===== src/shared/trim_cal_pkg.sv =====
// package: register map, field layout, resets and carrier types
package trim_cal_pkg;
    localparam int ADDR_W = 7;
    localparam int DATA_W = 16;
    localparam int CODE_W = 10;
    localparam int TRIM_W = 4;
    localparam int NUM_CH = 4;
    localparam logic [6:0] ADDR_CHAN_SEL = 7'h0F;
    localparam logic [6:0] ADDR_CAL_CTRL = 7'h10;
    localparam logic [6:0] ADDR_MAILBOX = 7'h11;
    localparam logic [6:0] ADDR_TERM_TRIM = 7'h13;
    localparam logic [6:0] ADDR_STG_SHIFT = 7'h20;
    localparam logic [6:0] ADDR_ACT_SHIFT = 7'h21;
    localparam logic [6:0] ADDR_STG_SCALE = 7'h22;
    localparam logic [6:0] ADDR_ACT_SCALE = 7'h23;
    localparam logic [6:0] ADDR_STG_SKEW = 7'h24;
    localparam logic [6:0] ADDR_ACT_SKEW = 7'h25;
    localparam logic [3:0] TRIM_RESET = 4'h7;
    localparam logic [9:0] CODE_RESET = 10'h200;
    localparam logic [2:0] SEL_RESET = 3'h0;
    localparam logic [2:0] SEL_CH_FIRST = 3'h1;
    localparam logic [2:0] SEL_CH_LAST = 3'h4;
    localparam logic [1:0] REQ_TRANSFER = 2'h2;
    localparam int SHIFT_REQ_LSB = 2;
    localparam int SCALE_REQ_LSB = 4;
    localparam int SKEW_REQ_LSB = 6;
    localparam int BUSY_BIT = 0;

    typedef enum logic [1:0] {
        XF_IDLE = 2'b00,
        XF_SCALE = 2'b01,
        XF_SHIFT = 2'b10,
        XF_SKEW = 2'b11
    } xfer_state_t;

    typedef struct packed {
        logic wr;
        logic [ADDR_W-1:0] addr;
        logic [DATA_W-1:0] wdata;
    } reg_req_t;

    typedef struct packed {
        logic [CODE_W-1:0] shift;
        logic [CODE_W-1:0] scale;
        logic [CODE_W-1:0] skew;
        logic [TRIM_W-1:0] trim;
    } chan_trims_t;
endpackage


===== src/trim_cal_regs.sv =====
// per-channel termination trim and calibration register bank
module trim_cal_regs (
    input wire logic i_clk,
    input wire logic i_reset_n,
    input wire trim_cal_pkg::reg_req_t i_req,
    input wire logic i_valid,
    output logic [trim_cal_pkg::DATA_W-1:0] o_rdata,
    output trim_cal_pkg::chan_trims_t o_trims [trim_cal_pkg::NUM_CH],
    output logic o_busy
);
    import trim_cal_pkg::*;

    // ****************************************
    // channel selector and decode
    // ****************************************
    logic [2:0] sel_q;
    logic sel_ok;
    logic [1:0] ch;
    logic wr;
    assign wr = i_valid & i_req.wr;
    assign sel_ok = (sel_q >= SEL_CH_FIRST) && (sel_q <= SEL_CH_LAST);
    assign ch = 2'(sel_q - SEL_CH_FIRST);

    always_ff @(posedge i_clk or negedge i_reset_n) begin
        if (!i_reset_n) begin
            sel_q <= SEL_RESET;
        end else if (wr && i_req.addr == ADDR_CHAN_SEL) begin
            sel_q <= i_req.wdata[2:0];
        end
    end

    // ****************************************
    // transfer sequencer
    // ****************************************
    xfer_state_t st_q;
    logic [2:0] pend_q;   // skew, shift, scale
    logic [1:0] xch_q;
    logic [2:0] newreq;
    logic ctrl_wr;
    assign ctrl_wr = wr && sel_ok && i_req.addr == ADDR_CAL_CTRL;
    assign newreq[0] = i_req.wdata[SCALE_REQ_LSB +: 2] == REQ_TRANSFER;
    assign newreq[1] = i_req.wdata[SHIFT_REQ_LSB +: 2] == REQ_TRANSFER;
    assign newreq[2] = i_req.wdata[SKEW_REQ_LSB +: 2] == REQ_TRANSFER;

    // busy sequencer refuses new control writes for any channel until its sequence ends
    logic start;
    assign start = ctrl_wr && (st_q == XF_IDLE) && (newreq != 3'h0);

    function automatic xfer_state_t pick(input logic [2:0] p);
        if (p[0]) begin
            return XF_SCALE;
        end else if (p[1]) begin
            return XF_SHIFT;
        end else if (p[2]) begin
            return XF_SKEW;
        end
        return XF_IDLE;
    endfunction

    always_ff @(posedge i_clk or negedge i_reset_n) begin
        if (!i_reset_n) begin
            st_q <= XF_IDLE;
            pend_q <= 3'h0;
            xch_q <= 2'h0;
        end else if (start) begin
            st_q <= pick(newreq);
            pend_q <= newreq;
            xch_q <= ch;
        end else begin
            unique case (st_q)
                XF_IDLE: begin
                    st_q <= XF_IDLE;
                end
                XF_SCALE: begin
                    st_q <= pick({pend_q[2:1], 1'b0});
                    pend_q[0] <= 1'b0;
                end
                XF_SHIFT: begin
                    st_q <= pick({pend_q[2], 2'b00});
                    pend_q[1] <= 1'b0;
                end
                XF_SKEW: begin
                    st_q <= XF_IDLE;
                    pend_q[2] <= 1'b0;
                end
            endcase
        end
    end

    always_ff @(posedge i_clk or negedge i_reset_n) begin
        if (!i_reset_n) begin
            o_busy <= 1'b0;
        end else begin
            o_busy <= start || (st_q != XF_IDLE && pick(pend_q) != st_q)
                      || (st_q == XF_SCALE && pend_q[2:1] != 2'b00)
                      || (st_q == XF_SHIFT && pend_q[2]);
        end
    end

    // ****************************************
    // per-channel storage
    // ****************************************
    chan_trims_t stg [NUM_CH];
    chan_trims_t act [NUM_CH];

    for (genvar g = 0; g < NUM_CH; g++) begin : g_ch
        logic hit;
        logic mine;
        assign hit = wr && sel_ok && ch == 2'(g);
        assign mine = xch_q == 2'(g);

        always_ff @(posedge i_clk or negedge i_reset_n) begin
            if (!i_reset_n) begin
                stg[g].trim <= TRIM_RESET;
                stg[g].shift <= CODE_RESET;
                stg[g].scale <= CODE_RESET;
                stg[g].skew <= CODE_RESET;
            end else if (hit) begin
                unique case (i_req.addr)
                    ADDR_TERM_TRIM: stg[g].trim <= i_req.wdata[3:0];
                    ADDR_STG_SHIFT: stg[g].shift <= i_req.wdata[9:0];
                    ADDR_STG_SCALE: stg[g].scale <= i_req.wdata[9:0];
                    ADDR_STG_SKEW: stg[g].skew <= i_req.wdata[9:0];
                    default: begin
                    end
                endcase
            end
        end

        always_ff @(posedge i_clk or negedge i_reset_n) begin
            if (!i_reset_n) begin
                act[g].shift <= CODE_RESET;
                act[g].scale <= CODE_RESET;
                act[g].skew <= CODE_RESET;
            end else if (mine) begin
                if (st_q == XF_SCALE) begin
                    act[g].scale <= stg[g].scale;
                end
                if (st_q == XF_SHIFT) begin
                    act[g].shift <= stg[g].shift;
                end
                if (st_q == XF_SKEW) begin
                    act[g].skew <= stg[g].skew;
                end
            end
        end
        assign act[g].trim = stg[g].trim;

        // codes drive the analog trims unchanged; meaning is monotone
        always_ff @(posedge i_clk or negedge i_reset_n) begin
            if (!i_reset_n) begin
                o_trims[g] <= {CODE_RESET, CODE_RESET, CODE_RESET,
                               TRIM_RESET};
            end else begin
                o_trims[g] <= act[g];
            end
        end
    end

    // ****************************************
    // read path
    // ****************************************
    logic [DATA_W-1:0] rd_d;
    always_comb begin
        rd_d = 16'h0000;
        if (i_req.addr == ADDR_CHAN_SEL) begin
            rd_d = {13'h0000, sel_q};
        end else if (sel_ok) begin
            unique case (i_req.addr)
                ADDR_MAILBOX: rd_d[BUSY_BIT] = o_busy;
                ADDR_TERM_TRIM: rd_d = {12'h000, stg[ch].trim};
                ADDR_STG_SHIFT: rd_d = {6'h00, stg[ch].shift};
                ADDR_ACT_SHIFT: rd_d = {6'h00, act[ch].shift};
                ADDR_STG_SCALE: rd_d = {6'h00, stg[ch].scale};
                ADDR_ACT_SCALE: rd_d = {6'h00, act[ch].scale};
                ADDR_STG_SKEW: rd_d = {6'h00, stg[ch].skew};
                ADDR_ACT_SKEW: rd_d = {6'h00, act[ch].skew};
                default: rd_d = 16'h0000;
            endcase
        end
    end

    always_ff @(posedge i_clk or negedge i_reset_n) begin
        if (!i_reset_n) begin
            o_rdata <= 16'h0000;
        end else if (i_valid && !i_req.wr) begin
            o_rdata <= rd_d;
        end
    end

    // ****************************************
    // checks
    // ****************************************
    scale_first_a: assert property (
        @(posedge i_clk) disable iff (!i_reset_n)
        start && newreq[0] |=> st_q == XF_SCALE)
        else $error("scale transfer not first");
    skew_last_a: assert property (
        @(posedge i_clk) disable iff (!i_reset_n)
        start && newreq == 3'h7 |=> ##1 st_q == XF_SHIFT ##1 st_q == XF_SKEW)
        else $error("transfer order wrong");
    busy_set_a: assert property (
        @(posedge i_clk) disable iff (!i_reset_n)
        start |=> o_busy)
        else $error("busy not raised");
    busy_clear_a: assert property (
        @(posedge i_clk) disable iff (!i_reset_n)
        start |-> ##[1:4] !o_busy)
        else $error("busy never cleared");
    act_hold_a: assert property (
        @(posedge i_clk) disable iff (!i_reset_n)
        st_q == XF_IDLE |=> $stable(act[0].shift))
        else $error("level shift moved without transfer");
    scale_copy_a: assert property (
        @(posedge i_clk) disable iff (!i_reset_n)
        st_q == XF_SCALE && xch_q == 2'h1
        |=> act[1].scale == $past(stg[1].scale))
        else $error("scale not copied");
    skew_hold_a: assert property (
        @(posedge i_clk) disable iff (!i_reset_n)
        st_q != XF_SKEW |=> $stable(act[2].skew))
        else $error("skew moved without transfer");
    sel_gate_a: assert property (
        @(posedge i_clk) disable iff (!i_reset_n)
        wr && !sel_ok && i_req.addr == ADDR_TERM_TRIM |=> $stable(stg[3].trim))
        else $error("write reached channel with no selection");
    shift_copy_a: assert property (
        @(posedge i_clk) disable iff (!i_reset_n)
        st_q == XF_SHIFT && xch_q == 2'h0
        |=> act[0].shift == $past(stg[0].shift))
        else $error("level shift not copied");
    skew_copy_a: assert property (
        @(posedge i_clk) disable iff (!i_reset_n)
        st_q == XF_SKEW && xch_q == 2'h3
        |=> act[3].skew == $past(stg[3].skew))
        else $error("skew not copied");
    scale_hold_a: assert property (
        @(posedge i_clk) disable iff (!i_reset_n)
        st_q != XF_SCALE |=> $stable(act[1].scale))
        else $error("scale moved without transfer");
    shift_hold_a: assert property (
        @(posedge i_clk) disable iff (!i_reset_n)
        st_q != XF_SHIFT |=> $stable(act[3].shift))
        else $error("level shift moved without transfer");
    busy_idle_a: assert property (
        @(posedge i_clk) disable iff (!i_reset_n)
        !start && st_q == XF_IDLE |=> !o_busy)
        else $error("busy high while idle");
    busy_run_a: assert property (
        @(posedge i_clk) disable iff (!i_reset_n)
        st_q == XF_SCALE && pend_q[2] |=> o_busy)
        else $error("busy dropped with work pending");
    busy_refuse_a: assert property (
        @(posedge i_clk) disable iff (!i_reset_n)
        ctrl_wr && st_q != XF_IDLE |=> $stable(xch_q))
        else $error("control write taken while busy");
    order_skip_a: assert property (
        @(posedge i_clk) disable iff (!i_reset_n)
        start && newreq == 3'h5 |=> st_q == XF_SCALE ##1 st_q == XF_SKEW)
        else $error("scale then skew order wrong");
    trim_write_a: assert property (
        @(posedge i_clk) disable iff (!i_reset_n)
        wr && sel_ok && ch == 2'h0 && i_req.addr == ADDR_TERM_TRIM
        |=> stg[0].trim == $past(i_req.wdata[3:0]))
        else $error("trim write not stored");
    trim_out_a: assert property (
        @(posedge i_clk) disable iff (!i_reset_n)
        i_reset_n |=> o_trims[2].trim == $past(stg[2].trim))
        else $error("trim output not following register");
    scale_out_a: assert property (
        @(posedge i_clk) disable iff (!i_reset_n)
        i_reset_n |=> o_trims[1].scale == $past(act[1].scale))
        else $error("scale output not following register");
    unused_zero_a: assert property (
        @(posedge i_clk) disable iff (!i_reset_n)
        i_valid && !i_req.wr |=> o_rdata[15:10] == 6'h00)
        else $error("unused read bits not zero");
    nosel_read_a: assert property (
        @(posedge i_clk) disable iff (!i_reset_n)
        i_valid && !i_req.wr && !sel_ok && i_req.addr != ADDR_CHAN_SEL
        |=> o_rdata == 16'h0000)
        else $error("read with no channel not zero");
    sel_read_a: assert property (
        @(posedge i_clk) disable iff (!i_reset_n)
        i_valid && !i_req.wr && i_req.addr == ADDR_CHAN_SEL
        |=> o_rdata[2:0] == $past(sel_q))
        else $error("selector read wrong");
    act_read_a: assert property (
        @(posedge i_clk) disable iff (!i_reset_n)
        i_valid && !i_req.wr && sel_ok && i_req.addr == ADDR_ACT_SCALE
        |=> o_rdata[9:0] == $past(act[ch].scale))
        else $error("active scale read wrong");
    mbox_read_a: assert property (
        @(posedge i_clk) disable iff (!i_reset_n)
        i_valid && !i_req.wr && sel_ok && i_req.addr == ADDR_MAILBOX
        |=> o_rdata[0] == $past(o_busy))
        else $error("mailbox busy read wrong");
endmodule


===== config.mk =====
export PLATFORM = sky130hd
export DESIGN_NAME = trim_cal_regs
export DESIGN_NICKNAME = d
export VERILOG_FILES = /design/src/shared/trim_cal_pkg.sv /design/src/trim_cal_regs.sv
export SDC_FILE = /design/constraint.sdc
export NUM_CORES = 1
export LEC_CHECK = 0
export BUFFER_PORTS_ARGS = -buffer_cell sky130_fd_sc_hd__buf_2
export CORE_AREA = 4 4 208 210
export CTS_CLUSTER_DIAMETER = 100
export DETAILED_ROUTE_END_ITERATION = 8
export DIE_AREA = 0 0 212 214
export HOLD_SLACK_MARGIN = 0.06
export PLACE_DENSITY = 0.55
export SLEW_MARGIN = 20
export SYNTH_ARGS = -nofsm -noshare
export SYNTH_HDL_FRONTEND = slang
export SYNTH_SLANG_ARGS = --single-unit

===== constraint.sdc =====
create_clock -name i_clk -period 9.85 [get_ports i_clk]
set_clock_uncertainty 0.2 [all_clocks]
set_input_delay 0 -clock i_clk [delete_from_list [all_inputs] [get_ports i_clk]]
set_output_delay 0 -clock i_clk [all_outputs]
set_load 0.05 [all_outputs]

==> impl_results.md, run 1 <==
* Period utilisation layout at 50.55%
* Clk_lat worst skew at 0.58 ns
* Required time worst endpoint at 10.09 ns
* H-tree depth at 2
* Site Rows at 75
* RSZ-0062 raised after global routing: false
* Total power at 3.660 mW
* Largest net degree at the start of global routing at 152
* Worst Hold Class: in -> reg
* Post-route cell area at 0.01965 mm2
* Routability cong. at 0.8616
* CTS tree: yes
* Post-synth EDFFs at 0
* Fin Setup TNS at 0 ns
* First-pass GRT wire length at 63.69 mm
* Post-Syn Area at 0.01637 mm2
* Vias at 9464
* Cell variety after synth at 48
* Cells after Synth at 998
* Critical path peak fanout at 35
* Cell count along the critical path at 8
* Most common flop cell mapped by yosys: dfrtp_1
* P_leak at 9.770 nW
* Area of the core at 0.04157 mm2
* Placed cell count at 1671
* CP endpoint kind: register
* Fmax at 200.8 MHz
* Worst path arrival time at 5.22 ns
* CP max-delay cell: ha_2
* Fraction of the yosys area taken by sequential cells at 63.57%
* Routed WL at 42.00 mm
* Worst Path Buf+Inv at 3
* Clock transition at path regs at 0.06 ns
* Fin. Hold Viols at 0
* Worst path max stage delay at 1.04 ns
* Crit-path cells: inv_1 > ha_2 > buf_4 > mux4_2 > a22o_1 > a211oi_1 > o221ai_1 > dlygate4sd3_1
* Final Max Tran Viols at 0
* Starting Density at 39.39%
* DRC at 0
* Io pins at 180
* Synth warnings at 0
* Initial DRT Pass Iterations at 4
* Resized Gates After CTS at 0
* Worst Tran Pin Value at 0.9719 ns
* Commonest non-fill, non-tap cell in the layout: dfrtp_1
* Area Overhead vs Synth at 19.98%
* Vias/cell at 5.302
* Layout cells sized above 1 at 53.21%
* Vias in the first global route at 10080
* Run status: completed
* Sink Count at 413
* CP Class: reg -> reg
* Synthesized area per cell at 16.41 um2
* Antenna violations before repair at 0
* IR drop worst, VDD at 0.0001138 V
* Worst Hold Depth at 4
* Tmin final at 4.980 ns
* Final nets at 1242
* IO buf count at 167
* Post-DP Area at 0.01780 mm2
* Final ANT Viol Nets at 0
* Post-layout util at 47.26%
* Overall Global Routing Usage at 18.56%
* Initial detailed-routing violation count at 522
* Setup bufs post-CTS at 0
* Total CTS buffers at 44
* Ant diodes at 0
* Max cap viols at 0
* Worst slew margin at 35.21%
* Synth Register Bits at 413
* Pwr dens at 186.3 mW/mm2
* CP delay by family, top: buffers and inverters
* Grt total ovfl at 0
* Asr flop ratio synth at 100.0%
* Die W at 212 um
* Clk root buf: clkbuf_16
* Endpoints failing setup at 0
* Setup crit start kind: register
* Most frequent cells in the layout: dfrtp_1, mux2_2, buf_2
* Worst r2r path cells at 8
* Die height at 214 um
* Routed WL per cell at 23.53 um
* Post-DP HPWL at 27.28 mm
* Clock Tree Buf Depth at 3
* Non-filler cells in the finished layout at 1785
* Die area at 0.04537 mm2
-- logic make-up (layout without fill, tap and decap cells) --
group | after synthesis | in the layout | synth area share (%)
fa+ha+maj | 5 | 5 | 0.3821
other cells | 1 | 6 | 0.02290
compound gates | 52 | 52 | 2.170
flops | 413 | 413 | 63.57
simple gates | 129 | 129 | 4.600
buf+inv | 58 | 301 | 1.567
mux | 340 | 340 | 27.68
-- worst paths after layout --
kind                           start      endpoint  slack, ns
min reg2reg                 act[102]  o_trims[102]       0.17
min                        i_req[23]    o_rdata[4]       0.09
min in group asynchronous  i_reset_n   o_trims[35]       0.46
max in group asynchronous  i_reset_n   o_trims[98]       7.24
max reg2reg                 sel_q[0]    o_rdata[0]       4.87
max                         sel_q[0]    o_rdata[0]       4.87
-- routing by layer --
layer | GRT usage [%] | vias to the layer above | share of wire (%)
met4 | 5.641 | 0 | 2.4
met3 | 3.310 | 59 | 5.1
met5 | 0 | - | 0
met1 | 25.73 | 5047 | 43
met2 | 30.03 | 256 | 49
li1 | - | 4102 | -
-- cell usage after synthesis, types with 7 or more instances --
library cell | n | area share (%)
inv_1 | 7 | 0.16
nor2b_1 | 10 | 0.38
mux2i_1 | 13 | 0.79
buf_2 | 10 | 0.31
nor2_1 | 15 | 0.34
a21oi_1 | 8 | 0.24
mux4_2 | 64 | 8.8
dfstp_2 | 60 | 9.6
a211oi_1 | 8 | 0.37
clkbuf_1 | 32 | 0.73
nand2b_1 | 7 | 0.27
o21ai_0 | 14 | 0.43
nand3_1 | 11 | 0.34
nand2_1 | 30 | 0.69
mux2_2 | 263 | 18
nand2_2 | 12 | 0.46
dfrtp_1 | 353 | 54
buf_4 | 7 | 0.32
nand4_1 | 14 | 0.53
-- through the flow --
step	worst slack, ns	hold slack [ns]
global placement	5.391	-0.08849
global route	4.592	0.1570
finish	4.870	0.08922
floorplan	6.621	-0.4956
CTS	4.796	0.06494
detailed placement	5.344	-0.08128
-- flip-flops by register name, indices dropped and copies added (netlist names) --
signal,cells
o_rdata,10
st_q,2
o_trims,136
o_busy,1
sel_q,3
act,136
xch_q,2
pend_q,3
stg,120
-- power by group --
group	total (mW)	switching (mW)	internal [mW]
clock network	1.71	0.681	1.02
registers	1.73	0.0214	1.71
logic	0.224	0.149	0.0743
total	3.66	0.852	2.81
-- repair_timing --
action / CTS / global route
hold buffers: 32 / 0
endpoints found under the hold margin: 278 / 0
endpoints found under the setup margin: 0 / 0
-- layout make-up --
| cell class | instances | area, um2 |
|---|---|---|
| fillers | 3642 | 21920 |
| clock inverters | 18 | 206.4 |
| multi-input cells | 532 | 5729 |
| flip-flops and latches | 413 | 10410 |
| inverters | 7 | 26.28 |
| clock buffers | 64 | 1299 |
| well taps | 539 | 674.4 |
| repair buffers | 212 | 1297 |
-- tightest hold or removal path: stages --
cell and delay, ns:
buf_2 0.11, nand2b_1 0.52, nand2_1 0.10, o21ai_0 0.07
(Power assumes the default switching activity.)
==> inputs of run 2 (changes only) <==
--- a/config.mk
+++ b/config.mk
@@ -11,7 +11,7 @@
 export DETAILED_ROUTE_END_ITERATION = 8
 export DIE_AREA = 0 0 212 214
 export HOLD_SLACK_MARGIN = 0.06
-export PLACE_DENSITY = 0.55
+export PLACE_DENSITY = 0.57
 export SLEW_MARGIN = 20
 export SYNTH_ARGS = -nofsm -noshare
 export SYNTH_HDL_FRONTEND = slang
==> constraint.sdc (replaced) <==
create_clock -name i_clk -period 4.5 [get_ports i_clk]
set_clock_uncertainty 0.2 [all_clocks]
set_input_delay 0 -clock i_clk [delete_from_list [all_inputs] [get_ports i_clk]]
set_output_delay 0 -clock i_clk [all_outputs]
set_load 0.05 [all_outputs]
==> run 2 against run 1 <==
Critical path depth grew 1. Global-route usage is essentially flat. Fmax grew 20%. First-iteration DRC count shrank 0.77%. Critical path type unchanged.
==> impl_results.md, run 2 (synthesis results as in run 1) <==
* Run status: completed
* H-tree depth at 2 (unchanged)
* IO buf count at 167 (unchanged)
* Initial DRT Pass Iterations at 5 (+1)
* Starting Density at 39.39% (unchanged)
* Worst Hold Depth at 0 (-4)
* Resized Gates After CTS at 0 (unchanged)
* Required time worst endpoint at 4.79 ns (-5.30 ns)
* Final ANT Viol Nets at 0 (unchanged)
* Setup crit start kind: register
* Total CTS buffers at 44 (unchanged)
* Fin Setup TNS at 0 ns (unchanged)
* Period utilisation layout at 92.28% (+42 points)
* DRC at 0 (unchanged)
* Setup bufs post-CTS at 0 (unchanged)
* Clock Tree Buf Depth at 3 (unchanged)
* Clock transition at path regs at 0.06 ns (about the same)
* Final nets at 1248 (+0.48%)
* Vias at 9460 (-0.042%)
* Crit path to: pend_q[2]
* Clk_lat worst skew at 0.56 ns (-0.02 ns)
* Die height at 214 um (unchanged)
* Initial detailed-routing violation count at 518 (-0.77%)
* Endpoints failing setup at 0 (unchanged)
* Total power at 8.116 mW (+120%)
* P_leak at 9.818 nW (+0.49%)
* Worst Tran Pin Value at 0.8902 ns (-0.08166 ns)
* Routability cong. at 0.9000 (+4.5%)
* RSZ-0062 raised after global routing: false
* Routed WL per cell at 23.51 um (about the same)
* Commonest non-fill, non-tap cell in the layout: dfrtp_1
* Worst hold margin at 0.1691 ns (+0.07991 ns)
* Vias/cell at 5.294 (-0.15%)
* CP endpoint kind: register
* Pwr dens at 411.0 mW/mm2 (+120%)
* Placed cell count at 1676 (+0.30%)
* Reg2Reg Setup Slack at 0.35 ns (-4.52 ns)
* Overall Global Routing Usage at 18.58% (+0.022 points)
* Die area at 0.04537 mm2 (unchanged)
* Critical R2R Capture: pend_q[2]
* First-pass GRT wire length at 64.06 mm (+0.57%)
* Post-DP HPWL at 27.52 mm (+0.91%)
* Non-filler cells in the finished layout at 1787 (+0.11%)
* Sink Count at 413 (unchanged)
* Fmax at 240.8 MHz (+20%)
* Vias in the first global route at 9995 (-0.86%)
* Clk root buf: clkbuf_16
* Antenna violations before repair at 0 (unchanged)
* IR drop worst, VDD at 0.0002564 V (+130%)
* Grt total ovfl at 0 (unchanged)
* Most frequent cells in the layout: dfrtp_1, mux2_2, buf_2
* Final Max Tran Viols at 0 (unchanged)
* Tmin final at 4.152 ns (-0.8273 ns)
* CTS tree: yes
* Layout cells sized above 1 at 53.53% (+0.32 points)
* Largest net degree at the start of global routing at 118 (-22%)
* CP Class: reg -> reg
* Area of the core at 0.04157 mm2 (unchanged)
* CP startpoint: sel_q[1]
* Worst path arrival time at 4.45 ns (-0.77 ns)
* Max cap viols at 0 (unchanged)
* Routed WL at 42.01 mm (about the same)
* Fin. Hold Viols at 0 (unchanged)
* Worst slew margin at 40.48% (+5.3 points)
* Largest regs: act: 136 flops, o_trims: 136 flops, stg: 120 flops
* Worst Hold Class: reg -> reg
* Site Rows at 75 (unchanged)
* Critical path peak fanout at 6 (-83%)
* Io pins at 180 (unchanged)
* R2r startpoint: sel_q[1]
* Die W at 212 um (unchanged)
* Worst r2r path cells at 9 (+1)
* Area Overhead vs Synth at 20.59%
* Ant diodes at 0 (unchanged)
* Post-layout util at 47.50% (+0.24 points)
-- run 2: what timing repair did --
item | CTS | global route
setup endpoints to repair | 0 | 0
hold endpoints to repair | 531 | 0
hold buffers | 33 | 0
-- run 2: per-layer routing --
layer	share of wire, %	vias up	routed length, um	track usage [%]
met4	1.9	0	794	4.085
met3	4.6	56	1941	3.368
li1	-	4112	-	-
met1	44	5060	18660	26.32
met2	49	232	20620	30.20
met5	0	-	0	0
-- run 2: worst min path at each step --
stage / from / to / slack, ns
after floorplan: i_reset_n / act[100] / -0.50
after global placement: i_reset_n / o_trims[7] / -0.11
after detailed placement: i_reset_n / o_trims[7] / -0.10
after CTS: act[47] / o_trims[47] / 0.17
after global routing: act[0] / o_trims[0] / 0.18
final: act[135] / o_trims[135] / 0.17
-- run 2: power by group --
part	total, mW	internal (mW)	switching (mW)
logic	0.508	0.170	0.338
clock network	3.83	2.34	1.49
registers	3.77	3.74	0.0323
-- run 2: metrics by stage --
step	instance area (um2)	worst slack [ns]
floorplan	16390	1.271
global placement	17860	1.505
detailed placement	17860	1.431
CTS	19750	0.4774
global route	19750	0.2521
finish	19750	0.3476
-- run 2: area by class of cell --
type / count / area, um2
clock inverter: 16 / 245.2
timing repair buffer: 218 / 1366
sequential: 413 / 10410
tap: 539 / 674.4
inverter: 7 / 26.28
fill: 3628 / 21830
multi-input combinational: 532 / 5729
clock buffer: 62 / 1290
-- run 2: worst max-delay path, stage by stage, from the launching register on --
cell           delay [ns]
dfrtp_1              0.41
inv_1                0.16
ha_1                 0.34
or3_1                0.18
nand4_1              0.34
dlygate4sd3_1        0.74
nor4_2               0.48
o21a_1               0.39
mux2i_1              0.24
dlygate4sd3_1        0.58
